**config.mk**
```make
export PLATFORM = sky130hd
export DESIGN_NAME = hdt_top
export DESIGN_NICKNAME = d
export VERILOG_FILES = /design/src/core/hdt_pkg.sv /design/src/core/hdt_fifo.sv /design/src/core/hdt_top.sv
export SDC_FILE = /design/constraint.sdc
export NUM_CORES = 1
export LEC_CHECK = 0
export ABC_AREA = 1
export BUFFER_PORTS_ARGS = -buffer_cell sky130_fd_sc_hd__buf_2
export CAP_MARGIN = 20
export CORE_MARGIN = 2
export CORE_UTILIZATION = 62
export DETAILED_ROUTE_END_ITERATION = 7
export PLACE_DENSITY = 0.76
export REMOVE_ABC_BUFFERS = 1
export SYNTH_ARGS = -nofsm -noshare
export SYNTH_HDL_FRONTEND = slang
export SYNTH_SLANG_ARGS = --single-unit
```
**constraint.sdc**
```tcl
create_clock -name hclk -period 3.5 [get_ports hclk]
set_input_delay 0.35 -clock hclk [delete_from_list [all_inputs] [get_ports hclk]]
set_output_delay 0.35 -clock hclk [all_outputs]
set_load 0.005 [all_outputs]
```
**src/core/hdt_pkg.sv**
```systemverilog
// Shared constants, types and the check function of the D-channel framer
package hdt_pkg;
  localparam logic [7:0] HDT_CTRL1 = 8'h00;
  localparam logic [7:0] HDT_CTRL2 = 8'h04;
  localparam logic [7:0] HDT_STATUS = 8'h08;
  localparam logic [7:0] HDT_IMASK = 8'h0c;
  localparam logic [7:0] HDT_ISTAT = 8'h10;
  localparam logic [7:0] HDT_FIFO = 8'h14;
  localparam logic [7:0] HDT_ADDR1 = 8'h18;
  localparam logic [7:0] HDT_ADDR2 = 8'h1c;
  localparam int C1_TX_ON = 0;
  localparam int C1_RX_ON = 1;
  localparam int C1_FILL = 2;
  localparam int C1_AFE = 3;
  localparam int C1_A2 = 4;
  localparam int C2_LAST = 0;
  localparam int C2_ABT = 1;
  localparam int C2_TRANS = 4;
  localparam int IS_RXB = 0;
  localparam int IS_EOPD = 1;
  localparam int IS_RX_ABORT = 2;
  localparam int IS_TX_DONE = 3;
  localparam int IS_TUR = 4;
  localparam logic [4:0] CTRL1_RST = 5'h00;
  localparam logic [4:0] CTRL2_RST = 5'h00;
  localparam logic [4:0] IMASK_RST = 5'h00;
  localparam logic [1:0] TAG_MID = 2'h0;
  localparam logic [1:0] TAG_FIRST = 2'h1;
  localparam logic [1:0] TAG_GOOD = 2'h2;
  localparam logic [1:0] TAG_BAD = 2'h3;
  localparam logic [7:0] HDT_FLAG = 8'h7e;
  localparam logic [7:0] HDT_ABORT = 8'hfe;
  localparam logic [7:0] HDT_ONES = 8'hff;
  localparam logic [15:0] HDT_CRC_POLY = 16'h8408;
  localparam logic [15:0] HDT_CRC_INIT = 16'hffff;
  localparam logic [15:0] HDT_CRC_GOOD = 16'hf0b8;
  localparam logic [3:0] HDT_STUFF_RUN = 4'h5;
  localparam logic [3:0] HDT_FLAG_RUN = 4'h6;
  localparam logic [3:0] HDT_IDLE_RUN = 4'hf;
  localparam int HDT_FIFO_DEPTH = 19;
  localparam int HDT_CLK_PERIOD_NS = 10;
  localparam int HDT_BIT_PERIOD_NS = 62500;
  localparam int HDT_BIT_CYCLES = HDT_BIT_PERIOD_NS / HDT_CLK_PERIOD_NS;

  typedef enum logic [5:0] {
    TX_ONES = 6'b000001,
    TX_FLAG = 6'b000010,
    TX_DATA = 6'b000100,
    TX_FCS = 6'b001000,
    TX_ABORT = 6'b010000,
    TX_RAW = 6'b100000
  } hdt_tx_t;

  // Reflected form: bits enter LSB first, check leaves MSB first
  function automatic logic [15:0] hdt_crc_step(input logic [15:0] c, input logic b);
    logic fb;
    fb = c[0] ^ b;
    hdt_crc_step = {1'b0, c[15:1]} ^ (fb ? HDT_CRC_POLY : 16'h0000);
  endfunction
endpackage

```
**src/core/hdt_fifo.sv**
```systemverilog
// Byte FIFO with optional overwrite of the newest entry when full
`timescale 1ns/1ns
module hdt_fifo #(
  parameter int W = 8,
  parameter int DEPTH = 19,
  parameter bit OVERWRITE = 1'b0
) (
  input wire logic clk,
  input wire logic rst_n,
  input wire logic wr,
  input wire logic [W-1:0] wdata,
  input wire logic rd,
  output logic [W-1:0] rdata,
  output logic empty,
  output logic full
);
  localparam int AW = $clog2(DEPTH);
  localparam int CW = $clog2(DEPTH + 1);
  logic [W-1:0] mem [DEPTH];
  logic [AW-1:0] wp;
  logic [AW-1:0] rp;
  logic [CW-1:0] cnt;
  logic do_rd;
  logic do_wr;
  logic ovw;

  generate
    if (DEPTH < 2) begin : g_bad
      $error("hdt_fifo needs DEPTH of at least 2");
    end
  endgenerate

  function automatic logic [AW-1:0] nxt(input logic [AW-1:0] p);
    return (p == AW'(DEPTH - 1)) ? '0 : p + 1'b1;
  endfunction

  assign do_rd = rd && !empty;
  assign do_wr = wr && (!full || do_rd);
  // Full and no read: the newest slot takes the byte instead
  assign ovw = OVERWRITE && wr && full && !do_rd;
  assign rdata = mem[rp];
  assign empty = (cnt == '0);
  assign full = (cnt == CW'(DEPTH));

  always_ff @(posedge clk) begin
    if (do_wr) begin
      mem[wp] <= wdata;
    end else if (ovw) begin
      mem[(wp == '0) ? AW'(DEPTH - 1) : wp - 1'b1] <= wdata;
    end
  end

  always_ff @(posedge clk or negedge rst_n) begin
    if (!rst_n) begin
      wp <= '0;
      rp <= '0;
      cnt <= '0;
    end else begin
      if (do_wr) begin
        wp <= nxt(wp);
      end
      if (do_rd) begin
        rp <= nxt(rp);
      end
      if (do_wr && !do_rd) begin
        cnt <= cnt + 1'b1;
      end else if (do_rd && !do_wr) begin
        cnt <= cnt - 1'b1;
      end
    end
  end
endmodule // hdt_fifo

```
**src/core/hdt_top.sv**
```systemverilog
// D-channel bit-oriented framer with AHB-Lite register access
// Summary of operation
// - Check field is 16 bits after data, generator x^16+x^12+x^5+1.
// - Transmit check covers data bits, sent inverted, most significant bit first.
// - Receiver checks data plus check field for fixed residue; result in status 7:6.
// - Transmitter stuffs a zero after five ones in data and check bits.
// - Receiver drops any zero following five ones inside a frame.
// - Abort request tags next byte; tagged byte sent as abort once packet has two or more bytes.
// - Seven or more ones inside a frame abort it and raise a frame-abort event.
// - Idle status sets after fifteen ones and clears when a flag arrives.
// - Between packets send ones or flags per fill select; leave when data queued.
// - After reset transmitter idles on ones until transmit enable is set.
// - Transmit FIFO holds 19 bytes, written one at a time, address first.
// - From ones idle finish byte then flag; from flag fill reuse current flag.
// - End-of-packet bit tags next byte, self-clears; then check bits and closing flag.
// - FIFO empty after an untagged byte sends abort, then returns to fill.
// - Writing a full transmit FIFO replaces the newest byte.
// - Transparent bit 4 sends FIFO bytes raw with no framing, stuffing or check.
// - After reset receiver, address filter and interrupts are off.
// - Reading interrupt status clears every pending interrupt.
// - Receiver realigns on each flag; stores data bytes only, 19-byte FIFO.
// - Address filter: top six bits or two bytes, all-call matches, misses dropped.
// - Each received byte carries a first, middle, good-last or bad-last tag.
// - Flag is 01111110, sent by transmitter, searched bit by bit by receiver.
`timescale 1ns/1ns
module hdt_top
  import hdt_pkg::*;
#(
  parameter int BIT_DIV = hdt_pkg::HDT_BIT_CYCLES,
  parameter int DEPTH = hdt_pkg::HDT_FIFO_DEPTH
) (
  input wire logic hclk,
  input wire logic hresetn,
  input wire logic hsel,
  input wire logic [31:0] haddr,
  input wire logic [1:0] htrans,
  input wire logic hwrite,
  input wire logic [2:0] hsize,
  input wire logic [31:0] hwdata,
  input wire logic hready,
  output logic hreadyout,
  output logic [31:0] hrdata,
  output logic hresp,
  input wire logic rx_data,
  output logic tx_data,
  output logic irq
);
  import hdt_pkg::*;

  generate
    if (BIT_DIV < 2 || BIT_DIV > 65535 || DEPTH < 2) begin : g_bad
      $error("hdt_top: BIT_DIV or DEPTH out of range");
    end
  endgenerate

  logic [4:0] ctrl1;
  logic [4:0] ctrl2;
  logic [4:0] imask;
  logic [4:0] istat;
  logic [7:0] addr1;
  logic [7:0] addr2;
  logic a_act;
  logic a_wr;
  logic a_map;
  logic [7:0] a_adr;
  logic wr_go;
  logic rd_go;
  logic [31:0] rd_mux;
  logic [15:0] bit_cnt;
  logic bit_en;
  logic rx_s1;
  logic rx_s2;
  logic trans;
  logic [9:0] tf_head;
  logic tf_empty;
  logic tf_full;
  logic tx_push;
  logic tx_pop;
  logic [9:0] rf_head;
  logic rf_empty;
  logic rx_pop;
  logic rx_wr;
  logic [9:0] rx_wdat;
  hdt_tx_t tx_st;
  logic [15:0] tx_sh;
  logic [4:0] tx_left;
  logic [3:0] tx_ones;
  logic [15:0] tx_crc;
  logic [15:0] tx_crc_n;
  logic [1:0] tx_pkt;
  logic tx_last;
  logic tx_go;
  logic fill_flag;
  logic ev_transmit_packet_done_irq;
  logic ev_tur;
  logic [3:0] rx_ones;
  logic rx_idle;
  logic rx_inf;
  logic [6:0] rx_dl;
  logic [2:0] rx_dln;
  logic [7:0] rx_sr;
  logic [2:0] rx_bits;
  logic [15:0] rx_crc;
  logic [7:0] rx_p0;
  logic [7:0] rx_p1;
  logic [7:0] rx_p2;
  logic [1:0] rx_pn;
  logic [1:0] rx_nb;
  logic rx_first;
  logic ev_eopd;
  logic ev_rab;
  logic rx_flag;
  logic rx_abt;
  logic rx_run7;
  logic rx_stuf;
  logic rx_push;
  logic [7:0] rx_byte;
  logic rx_allc;
  logic a_ok;

  // Bus side: one wait state so read data can come from a flop
  assign wr_go = a_act && a_wr && a_map;
  assign rd_go = a_act && !a_wr && a_map;
  assign tx_push = wr_go && (a_adr == HDT_FIFO);
  assign rx_pop = rd_go && (a_adr == HDT_FIFO);
  assign trans = ctrl2[C2_TRANS];

  always_ff @(posedge hclk or negedge hresetn) begin
    if (!hresetn) begin
      a_act <= 1'b0;
      a_wr <= 1'b0;
      a_map <= 1'b0;
      a_adr <= 8'h00;
      hreadyout <= 1'b1;
      hresp <= 1'b0;
    end else begin
      hresp <= 1'b0;
      if (hsel && htrans[1] && hready) begin
        a_act <= 1'b1;
        a_wr <= hwrite;
        a_map <= (haddr[31:8] == 24'h000000) && (haddr[1:0] == 2'h0);
        a_adr <= haddr[7:0];
        hreadyout <= 1'b0;
      end else if (a_act) begin
        a_act <= 1'b0;
        hreadyout <= 1'b1;
      end
    end
  end

  always_comb begin
    rd_mux = 32'h00000000;
    if (a_adr == HDT_CTRL1) begin
      rd_mux[4:0] = ctrl1;
    end else if (a_adr == HDT_CTRL2) begin
      rd_mux[4:0] = ctrl2;
    end else if (a_adr == HDT_STATUS) begin
      rd_mux[7:0] = {rf_head[9:8], rx_idle, !rf_empty, tf_full, tf_empty, 2'h0};
    end else if (a_adr == HDT_IMASK) begin
      rd_mux[4:0] = imask;
    end else if (a_adr == HDT_ISTAT) begin
      rd_mux[4:0] = istat;
    end else if (a_adr == HDT_FIFO) begin
      rd_mux[7:0] = rf_empty ? 8'h00 : rf_head[7:0];
    end else if (a_adr == HDT_ADDR1) begin
      rd_mux[7:0] = addr1;
    end else if (a_adr == HDT_ADDR2) begin
      rd_mux[7:0] = addr2;
    end
  end

  always_ff @(posedge hclk or negedge hresetn) begin
    if (!hresetn) begin
      hrdata <= 32'h00000000;
    end else if (a_act && !a_wr) begin
      hrdata <= a_map ? rd_mux : 32'h00000000;
    end
  end

  always_ff @(posedge hclk or negedge hresetn) begin
    if (!hresetn) begin
      ctrl1 <= CTRL1_RST;
      ctrl2 <= CTRL2_RST;
      imask <= IMASK_RST;
      addr1 <= 8'h00;
      addr2 <= 8'h00;
    end else if (wr_go) begin
      if (a_adr == HDT_CTRL1) begin
        ctrl1 <= hwdata[4:0];
      end else if (a_adr == HDT_CTRL2) begin
        ctrl2 <= {hwdata[4], 2'h0, hwdata[1:0]};
      end else if (a_adr == HDT_IMASK) begin
        imask <= hwdata[4:0];
      end else if (a_adr == HDT_ADDR1) begin
        addr1 <= hwdata[7:0];
      end else if (a_adr == HDT_ADDR2) begin
        addr2 <= hwdata[7:0];
      end else if (a_adr == HDT_FIFO) begin
        ctrl2[C2_LAST] <= 1'b0;
        ctrl2[C2_ABT] <= 1'b0;
      end
    end
  end

  // New events win over the clear caused by the status read
  always_ff @(posedge hclk or negedge hresetn) begin
    if (!hresetn) begin
      istat <= 5'h00;
      irq <= 1'b0;
    end else begin
      istat <= ((rd_go && a_adr == HDT_ISTAT) ? 5'h00 : istat)
        | {ev_tur, ev_transmit_packet_done_irq, ev_rab, ev_eopd, rx_wr};
      irq <= |(istat & imask);
    end
  end

  always_ff @(posedge hclk or negedge hresetn) begin
    if (!hresetn) begin
      bit_cnt <= 16'h0000;
      bit_en <= 1'b0;
    end else begin
      bit_en <= (bit_cnt == 16'(BIT_DIV - 1));
      bit_cnt <= (bit_cnt == 16'(BIT_DIV - 1)) ? 16'h0000 : bit_cnt + 16'h0001;
    end
  end

  always_ff @(posedge hclk or negedge hresetn) begin
    if (!hresetn) begin
      rx_s1 <= 1'b1;
      rx_s2 <= 1'b1;
    end else begin
      rx_s1 <= rx_data;
      rx_s2 <= rx_s1;
    end
  end

  hdt_fifo #(.W(10), .DEPTH(DEPTH), .OVERWRITE(1'b1)) u_txf (
    .clk(hclk),
    .rst_n(hresetn),
    .wr(tx_push),
    .wdata({ctrl2[C2_ABT], ctrl2[C2_LAST], hwdata[7:0]}),
    .rd(tx_pop),
    .rdata(tf_head),
    .empty(tf_empty),
    .full(tf_full)
  );

  hdt_fifo #(.W(10), .DEPTH(DEPTH), .OVERWRITE(1'b0)) u_rxf (
    .clk(hclk),
    .rst_n(hresetn),
    .wr(rx_wr),
    .wdata(rx_wdat),
    .rd(rx_pop),
    .rdata(rf_head),
    .empty(rf_empty),
    .full()
  );

  // Transmitter: shift register sent LSB first, one bit per bit_en
  assign tx_crc_n = hdt_crc_step(tx_crc, tx_sh[0]);
  assign tx_go = ctrl1[C1_TX_ON] && !tf_empty;
  assign fill_flag = ctrl1[C1_TX_ON] && ctrl1[C1_FILL];

  always_ff @(posedge hclk or negedge hresetn) begin
    if (!hresetn) begin
      tx_st <= TX_ONES;
      tx_sh <= {8'h00, HDT_ONES};
      tx_left <= 5'd8;
      tx_ones <= 4'h0;
      tx_crc <= HDT_CRC_INIT;
      tx_pkt <= 2'h0;
      tx_last <= 1'b0;
      tx_data <= 1'b1;
      tx_pop <= 1'b0;
      ev_transmit_packet_done_irq <= 1'b0;
      ev_tur <= 1'b0;
    end else begin
      tx_pop <= 1'b0;
      ev_transmit_packet_done_irq <= 1'b0;
      ev_tur <= 1'b0;
      if (bit_en) begin
        if (tx_ones == HDT_STUFF_RUN) begin
          tx_data <= 1'b0;
          tx_ones <= 4'h0;
        end else begin
          tx_data <= tx_sh[0];
          tx_sh <= {1'b0, tx_sh[15:1]};
          tx_left <= tx_left - 5'd1;
          if (tx_st == TX_DATA || tx_st == TX_FCS) begin
            tx_ones <= tx_sh[0] ? tx_ones + 4'h1 : 4'h0;
          end else begin
            tx_ones <= 4'h0;
          end
          if (tx_st == TX_DATA) begin
            tx_crc <= tx_crc_n;
          end
          if (tx_left == 5'd1) begin
            case (tx_st)
              TX_ONES, TX_RAW, TX_FLAG: begin
                if (tx_go && trans) begin
                  tx_st <= TX_RAW;
                  tx_sh <= {8'h00, tf_head[7:0]};
                  tx_left <= 5'd8;
                  tx_pop <= 1'b1;
                end else if (tx_go && tx_st == TX_FLAG) begin
                  tx_st <= TX_DATA;
                  tx_sh <= {8'h00, tf_head[7:0]};
                  tx_left <= 5'd8;
                  tx_pop <= 1'b1;
                  tx_last <= tf_head[8];
                  tx_crc <= HDT_CRC_INIT;
                  tx_pkt <= 2'h1;
                end else if (tx_go && tx_st == TX_ONES) begin
                  tx_st <= TX_FLAG;
                  tx_sh <= {8'h00, HDT_FLAG};
                  tx_left <= 5'd8;
                end else begin
                  tx_st <= fill_flag ? TX_FLAG : TX_ONES;
                  tx_sh <= {8'h00, fill_flag ? HDT_FLAG : HDT_ONES};
                  tx_left <= 5'd8;
                end
              end
              TX_DATA: begin
                if (tx_last) begin
                  tx_st <= TX_FCS;
                  tx_sh <= ~tx_crc_n;
                  tx_left <= 5'd16;
                end else if (tf_empty) begin
                  tx_st <= TX_ABORT;
                  tx_sh <= {8'h00, HDT_ABORT};
                  tx_left <= 5'd8;
                  ev_tur <= 1'b1;
                end else if (tf_head[9] && tx_pkt == 2'h2) begin
                  tx_st <= TX_ABORT;
                  tx_sh <= {8'h00, HDT_ABORT};
                  tx_left <= 5'd8;
                  tx_pop <= 1'b1;
                end else begin
                  tx_sh <= {8'h00, tf_head[7:0]};
                  tx_left <= 5'd8;
                  tx_pop <= 1'b1;
                  tx_last <= tf_head[8];
                  tx_pkt <= 2'h2;
                end
              end
              TX_FCS: begin
                tx_st <= TX_FLAG;
                tx_sh <= {8'h00, HDT_FLAG};
                tx_left <= 5'd8;
                ev_transmit_packet_done_irq <= 1'b1;
              end
              default: begin
                tx_st <= fill_flag ? TX_FLAG : TX_ONES;
                tx_sh <= {8'h00, fill_flag ? HDT_FLAG : HDT_ONES};
                tx_left <= 5'd8;
              end
            endcase
          end
        end
      end
    end
  end

  // Receiver: data bits pass a 7-bit delay so a closing flag never lands in a byte
  assign rx_flag = !rx_s2 && (rx_ones == HDT_FLAG_RUN);
  // Ones after a closing flag are idle, not an abort: only a frame with content aborts
  assign rx_run7 = rx_s2 && (rx_ones >= HDT_FLAG_RUN);
  assign rx_abt = rx_run7 && rx_inf && (rx_dln == 3'h7);
  assign rx_stuf = !rx_s2 && (rx_ones == HDT_STUFF_RUN);
  assign rx_push = rx_inf && !rx_flag && !rx_run7 && !rx_stuf;
  assign rx_byte = {rx_dl[0], rx_sr[7:1]};
  assign rx_allc = (rx_byte[7:1] == 7'h7f);
  always_comb begin
    a_ok = 1'b1;
    if (ctrl1[C1_AFE] && rx_nb == 2'h0) begin
      a_ok = ctrl1[C1_A2] ? (rx_byte == addr1 || rx_allc)
        : (rx_byte[7:2] == addr1[7:2] || rx_allc);
    end else if (ctrl1[C1_AFE] && ctrl1[C1_A2] && rx_nb == 2'h1) begin
      a_ok = (rx_byte == addr2);
    end
  end

  always_ff @(posedge hclk or negedge hresetn) begin
    if (!hresetn) begin
      rx_ones <= 4'h0;
      rx_idle <= 1'b0;
      rx_inf <= 1'b0;
      rx_dl <= 7'h00;
      rx_dln <= 3'h0;
      rx_sr <= 8'h00;
      rx_bits <= 3'h0;
      rx_crc <= HDT_CRC_INIT;
      rx_p0 <= 8'h00;
      rx_p1 <= 8'h00;
      rx_p2 <= 8'h00;
      rx_pn <= 2'h0;
      rx_nb <= 2'h0;
      rx_first <= 1'b1;
      rx_wr <= 1'b0;
      rx_wdat <= 10'h000;
      ev_eopd <= 1'b0;
      ev_rab <= 1'b0;
    end else begin
      rx_wr <= 1'b0;
      ev_eopd <= 1'b0;
      ev_rab <= 1'b0;
      if (!ctrl1[C1_RX_ON]) begin
        rx_inf <= 1'b0;
      end else if (bit_en && trans) begin
        rx_sr <= {rx_s2, rx_sr[7:1]};
        rx_bits <= rx_bits + 3'h1;
        if (rx_bits == 3'h7) begin
          rx_wr <= 1'b1;
          rx_wdat <= {TAG_MID, rx_s2, rx_sr[7:1]};
        end
      end else if (bit_en) begin
        if (!rx_s2) begin
          rx_ones <= 4'h0;
        end else if (rx_ones != HDT_IDLE_RUN) begin
          rx_ones <= rx_ones + 4'h1;
        end
        if (rx_s2 && rx_ones == HDT_IDLE_RUN - 4'h1) begin
          rx_idle <= 1'b1;
        end
        if (rx_flag) begin
          rx_idle <= 1'b0;
          if (rx_inf && rx_pn == 2'h3) begin
            rx_wr <= 1'b1;
            rx_wdat <= {(rx_crc == HDT_CRC_GOOD) ? TAG_GOOD : TAG_BAD, rx_p2};
            ev_eopd <= 1'b1;
          end
          rx_inf <= 1'b1;
          rx_dln <= 3'h0;
          rx_bits <= 3'h0;
          rx_crc <= HDT_CRC_INIT;
          rx_pn <= 2'h0;
          rx_nb <= 2'h0;
          rx_first <= 1'b1;
        end else if (rx_abt) begin
          rx_inf <= 1'b0;
          ev_rab <= 1'b1;
          ev_eopd <= 1'b1;
        end else if (rx_push) begin
          rx_dl <= {rx_s2, rx_dl[6:1]};
          if (rx_dln != 3'h7) begin
            rx_dln <= rx_dln + 3'h1;
          end else begin
            rx_sr <= rx_byte;
            rx_crc <= hdt_crc_step(rx_crc, rx_dl[0]);
            rx_bits <= rx_bits + 3'h1;
            if (rx_bits == 3'h7) begin
              rx_p0 <= rx_byte;
              rx_p1 <= rx_p0;
              rx_p2 <= rx_p1;
              if (rx_pn != 2'h3) begin
                rx_pn <= rx_pn + 2'h1;
              end
              if (rx_nb != 2'h3) begin
                rx_nb <= rx_nb + 2'h1;
              end
              if (rx_pn == 2'h3) begin
                rx_wr <= 1'b1;
                rx_wdat <= {rx_first ? TAG_FIRST : TAG_MID, rx_p2};
                rx_first <= 1'b0;
              end
              if (!a_ok) begin
                rx_inf <= 1'b0;
              end
            end
          end
        end
      end
    end
  end
endmodule // hdt_top

```
==> impl_metrics.csv, run 1 <==
group,metric,value,unit
clocking,cts.htree.levels,2,
global_route,antenna_found_initial,1,
clocking,cts_tree,"built",
floorplan,start_util,0.625,
floorplan,fp-row-count,77,
detailed_routing,vias,20000,
logic_synthesis,synthCells,2666,
detailed_routing,drc_errors,0,
power,powerDensity,492,nW/um^2
setup_path,end_kind,"register",
power,peakVddDrop,0.495,mV
global_route,grt_max_degree,95,
cells_and_area,nNetsFinal,2870,
timing,fmax,331,MHz
timing,fin_crit_sh,0.862,
clocking,postCtsSetupBuffers,0,
logic_synthesis,synth_area_leader_cell,"edfxtp_1",
cells_and_area,post-route-util,0.700,
place,portBuffers,57,
logic_synthesis,yosysWarnings,0,
timing,period_needed,3.02,ns
detailed_routing,drt_wl_total,63.3,mm
logic_synthesis,yosys-top-cells-count,"nand2_1 (498), edfxtp_1 (380), nor2_1 (304), o21ai_0 (289), inv_1 (207)",
place,gp_congestion,0.870,
timing,maxSlewHeadroom,0.360,
floorplan,io_pins,111,
setup_path,crit_required,4.01,ns
power,power_leakage,0.0122,uW
place,post-place-ws,0.538,ns
clocking,cts_buffer_depth,3,
setup_path,crit_arrival,3.53,ns
logic_synthesis,synth_seq_area_share,0.637,
clocking,cts_made_buffers,61,
clocking,cts.sinks,622,
cells_and_area,postLayoutCellArea,30800,sq um
logic_synthesis,syn_area,27500,sq um
logic_synthesis,synth_top_area_frac,0.415,
timing,finalHoldViolCount,0,
logic_synthesis,syn_avg_cell_area,10.3,sq um
floorplan,die_w,215,microns
setup_path,r2r_setup_slack,0.48,ns
cells_and_area,antenna_cells,0,
timing,tns,0,ns
logic_synthesis,synth_most_common_cell,"nand2_1",
clocking,clk_latency,0.64,ns
timing,rsz0062_at_grt,"no",
timing,slew_viol_final,0,
global_route,grt-ovfl-total,0,
place,dpl_cell_area,28500,sq um
setup_path,critPathKind,"register to register",
detailed_routing,wl_per_cell,18.6,microns
global_route,grt_use_total,0.277,
cells_and_area,syn2layout_area_growth,11.9,%
place,place_inst,3275,
global_route,grt_pass1_wl,101,mm
logic_synthesis,synth_edf_count,380,
logic_synthesis,synthFlopType,"edfxtp_1",
detailed_routing,drtAntennaViolNets,0,
cells_and_area,stdcell_count,3402,
logic_synthesis,ys_types,63,
logic_synthesis,yosys-top-cells-area,"edfxtp_1 (41%), dfrtp_1 (18%), nand2_1 (6.8%)",
detailed_routing,drtIter0Drc,2153,
outcome,status,"finished clean",
flow_run,maxCapViolCount,0,
floorplan,dieHeight,215,microns
logic_synthesis,synth-seq-cells,622,
timing,tightest_slew,0.960,ns
detailed_routing,first_pass_iters,6,
setup_path,worstSetupStartpointType,"register",
detailed_routing,post_drt_via_cell_ratio,5.89,
timing,setup_viol,0,
setup_path,path_max_fanout,5,
place,dp_hpwl,40.4,mm
floorplan,dieArea,46100,sq um
global_route,grt_pass1_vias,19200,
timing,fin_skew,0.0221,ns
worst_hold_path,hp-class,"input pin to register",
floorplan,core_area,44000,sq um
clocking,clkTransAtPathRegs,0.06,ns
logic_synthesis,synthArstFlopShare,0.389,
timing,setup_ws,0.482,ns
cells_and_area,drive_gt1_frac,0.119,
clocking,cts_resized,0,
clocking,cts-root-buf,"clkbuf_16",
## report_power, final
group	total (uW)	switching [uW]	internal, uW
registers	7820	30.4	7790
logic	274	200	73.9
clock network	7050	2800	4250
## per-stage QoR
| step | hold slack [ns] | total power (uW) |
|---|---|---|
| final | 0.0905 | 15100 |
| after global routing | 0.0904 | 15500 |
| after CTS | 0.0648 | 15200 |
| after detailed placement | 0.347 | 8230 |
| after global placement | 0.347 | 8220 |
| after floorplan | 0.0544 | 8060 |
## final cells by class
cell class,instances,area (sq um)
repair buffers,132,948
flip-flops and latches,622,17500
well taps,592,741
inverters,225,847
fillers,3103,13200
multi-input cells,1715,8560
clock buffers,79,1660
clock inverters,37,517
## repair_timing
action	4_1_cts	5_1_grt
endpoints found under the setup margin	0	0
hold endpoints to repair	87	0
hold buffers	11	0
## critical path, cell delays in order (launching register included)
cell     delay, ns
dfrtp_1       0.37
inv_2         0.06
nand2_2       0.06
nor2_4        0.15
nand2_4       0.12
nor2_8        0.17
nand2_1       0.16
nor2_1        0.28
inv_1         0.15
ha_1          0.24
inv_1         0.16
ha_1          0.30
a21o_1        0.20
a21oi_1       0.17
nand2_1       0.08
nand2_1       0.06
nor2_1        0.05
xor2_1        0.13
## sequential cells by signal, summed over array words and instances (netlist names), 6 cells and up
register,cells
a_adr,8
addr1,8
addr2,8
bit_cnt,16
hrdata,8
rx_crc,16
rx_dl,7
rx_p0,8
rx_p1,8
rx_p2,8
rx_sr,7
rx_wdat,10
tx_crc,16
tx_sh,16
tx_st,6
u_rxf.mem,190
u_txf.mem,190
## logic make-up (layout without fill, tap and decap cells)
group / after synthesis / count (layout) / share of synthesized area
xor gates and xnor gates: 29 / 29 / 0.00923
DFF: 622 / 622 / 0.637
and+or+nand+nor: 1044 / 1044 / 0.162
other: 1 / 25 / 0.000136
muxes: 1 / 1 / 0.000364
adders and majority gates: 38 / 38 / 0.0178
AOI/OAI and AO/OA: 578 / 578 / 0.118
buffers and inverters: 353 / 473 / 0.0553
## placed cells by master, fill, tap and decap left out, drive strengths merged, types with 13 or more instances in the layout
| cell | n |
|---|---|
| inv | 228 |
| edfxtp | 380 |
| a31oi | 13 |
| a21oi | 117 |
| nand3 | 126 |
| nand2 | 507 |
| o211ai | 27 |
| clkinv | 19 |
| xor2 | 20 |
| buf | 121 |
| nor3 | 30 |
| nor2 | 325 |
| dfrtp | 195 |
| o21ai | 316 |
| nand4 | 32 |
| dfstp | 47 |
| o22ai | 52 |
| clkbuf | 79 |
| ha | 36 |
| conb | 25 |
## path summary, 6_finish.rpt
| check | start | endpoint | cells after the start |
|---|---|---|---|
| setup / recovery | a_adr[6]$_DFFE_PN0P_ | u_rxf.cnt[4]$_DFFE_PN0P_ | 17 |
| hold / removal | haddr[30] | a_map$_DFFE_PN0P_ | 4 |
| setup reg to reg | a_adr[6]$_DFFE_PN0P_ | u_rxf.cnt[4]$_DFFE_PN0P_ | 17 |
| hold reg to reg | rx_s1$_DFF_PN1_ | rx_s2$_DFF_PN1_ | 0 |
| max in group asynchronous | hresetn | tx_sh[2]$_DFFE_PN1P_ | 3 |
| min in group asynchronous | hresetn | bit_cnt[8]$_DFF_PN0_ | 2 |
## metal layers
layer  GRT usage  part of all wire  vias up
li1            -                 -     9322
met5           0                 0        -
met2       0.445              0.47      917
met4       0.112             0.035        0
met1       0.383              0.41     9645
met3      0.0424             0.083      142
No activity file was read; power rests on OpenSTA's default activity.
==> run 2: changes to the inputs <==
--- a/config.mk
+++ b/config.mk
@@ -9,9 +9,9 @@
 export BUFFER_PORTS_ARGS = -buffer_cell sky130_fd_sc_hd__buf_2
 export CAP_MARGIN = 20
 export CORE_MARGIN = 2
-export CORE_UTILIZATION = 62
+export CORE_UTILIZATION = 55
 export DETAILED_ROUTE_END_ITERATION = 7
-export PLACE_DENSITY = 0.76
+export PLACE_DENSITY = 0.68
 export REMOVE_ABC_BUFFERS = 1
 export SYNTH_ARGS = -nofsm -noshare
 export SYNTH_HDL_FRONTEND = slang
==> impl_metrics.csv, run 2 (synthesized netlist as in run 1, its figures left out) <==
group,metric,value,unit
cells_and_area,drive_gt1_frac,0.116,
setup_path,end_kind,"register",
worst_hold_path,min_from,"haddr[24]",
timing,finalHoldViolCount,0,
setup_path,crit_required,4.00,ns
setup_path,crit_arrival,3.56,ns
cells_and_area,regArea,17500,sq um
global_route,grt-ovfl-total,0,
floorplan,io_pins,111,
timing,fin_crit_sh,0.873,
clocking,cts-root-buf,"clkbuf_16",
clocking,postCtsHoldBufs,11,
cells_and_area,fill_cells,3958,
timing,setup_viol,0,
clocking,cts_tree,"built",
cells_and_area,stdcell_count,3469,
place,dp_hpwl,40.8,mm
global_route,antenna_found_initial,0,
setup_path,r2r_end,"u_rxf.cnt[4]$_DFFE_PN0P_",
clocking,cts_resized,0,
cells_and_area,nNetsFinal,2866,
timing,slew_viol_final,0,
detailed_routing,drtIter0Drc,1824,
clocking,cts.sinks,622,
worst_hold_path,worstHoldEndpoint,"a_map$_DFFE_PN0P_",
floorplan,core_area,49200,sq um
clocking,clkTransAtPathRegs,0.06,ns
detailed_routing,drt_wl_total,63.3,mm
place,place_inst,3343,
cells_and_area,layout_common_cells,"nand2_1 (498), edfxtp_1 (380), nor2_1 (304)",
cells_and_area,syn2layout_area_growth,11.4,%
setup_path,reg2reg_depth,15,
clocking,cts.htree.levels,2,
timing,fmax,327,MHz
power,peakVddDrop,0.388,mV
clocking,cts_buffer_depth,3,
timing,tightest_slew,0.927,ns
setup_path,r2r_setup_slack,0.44,ns
setup_path,worstSetupStartpointType,"register",
cells_and_area,multi_input_area,8560,sq um
detailed_routing,drtAntennaViolNets,0,
floorplan,dieArea,51800,sq um
clocking,clk_latency,0.63,ns
detailed_routing,vias,19300,
global_route,grt_max_degree,95,
setup_path,path_max_fanout,9,
worst_hold_path,hp-class,"input pin to register",
global_route,grt_use_total,0.249,
power,power_leakage,0.0121,uW
place,gp_congestion,0.908,
global_route,grt_pass1_vias,18400,
timing,period_needed,3.06,ns
setup_path,critPathKind,"register to register",
flow_run,maxCapViolCount,0,
floorplan,start_util,0.560,
floorplan,dieHeight,228,microns
detailed_routing,post_drt_via_cell_ratio,5.57,
global_route,grt_pass1_wl,100,mm
place,portBuffers,57,
clocking,cts_made_buffers,61,
floorplan,die_w,228,microns
detailed_routing,drc_errors,0,
power,powerDensity,475,nW/um^2
detailed_routing,first_pass_iters,7,
cells_and_area,reg_top3,"u_rxf.mem (190), u_txf.mem (190)",
clocking,postCtsSetupBuffers,0,
detailed_routing,wl_per_cell,18.2,microns
cells_and_area,antenna_cells,0,
timing,fin_skew,0.0123,ns
worst_hold_path,whs_path_depth,4,
outcome,status,"finished clean",
floorplan,fp-row-count,81,
timing,rsz0062_at_grt,"no",
setup_path,r2r_start,"a_wr$_DFFE_PN0P_",
timing,tns,0,ns
cells_and_area,final_common_cell,"nand2_1",
timing,maxSlewHeadroom,0.379,
[run 2: power breakdown]
part / switching, uW / internal, uW
registers: 29.0 / 7790
clock network: 2760 / 3680
logic: 202 / 74.5
[run 2: worst max-delay path by stage]
stage,endpoint,depth (start not counted),start
floorplan,tx_st[1]$_DFFE_PN0P_,11,u_txf.rp[0]$_DFFE_PN0P_
global placement,u_rxf.cnt[4]$_DFFE_PN0P_,15,a_wr$_DFFE_PN0P_
detailed placement,u_rxf.cnt[4]$_DFFE_PN0P_,15,a_wr$_DFFE_PN0P_
CTS,u_rxf.cnt[4]$_DFFE_PN0P_,15,a_wr$_DFFE_PN0P_
global route,u_rxf.cnt[4]$_DFFE_PN0P_,15,a_act$_DFF_PN0_
finish,u_rxf.cnt[4]$_DFFE_PN0P_,15,a_wr$_DFFE_PN0P_
[run 2: cell type report]
class | instances | share of cell area
multi-input cells | 1715 | 0.279
inverters | 225 | 0.0276
well taps | 664 | 0.0271
repair buffers | 128 | 0.0296
clock buffers | 83 | 0.0555
flip-flops and latches | 622 | 0.572
clock inverters | 32 | 0.00886
[run 2: critical path, stage by stage (launching register included)]
cell and delay (ns):
dfrtp_1 0.40, nor2_2 0.12, inv_2 0.12, nor2_2 0.24, inv_1 0.20, nor2_1 0.33, inv_1 0.15, ha_1 0.24
inv_1 0.15, ha_1 0.29, a21o_1 0.20, a21oi_1 0.17, nand2_1 0.07, nand2_1 0.06, nor2_1 0.05, xor2_1 0.14
[run 2: through the flow]
step           power, uW  instance area, sq um   util  setup slack [ns]  hold WS, ns
2_1_floorplan       8060                 26900      -            -0.433       0.0544
4_1_cts            14700                 30600  0.623             0.484      0.00587
3_3_place_gp        8230                 28600  0.581             0.579        0.347
5_1_grt            14900                 30600  0.623             0.193       0.0723
3_5_place_dp        8230                 28600  0.581             0.518        0.347
6_report           14500                 30600  0.623             0.443       0.0466
[run 2: layer usage]
metal / part of all wire / global-route usage
met5: 0 / 0
met4: 0.023 / 0.0656
met3: 0.052 / 0.0306
met2: 0.48 / 0.404
met1: 0.45 / 0.358
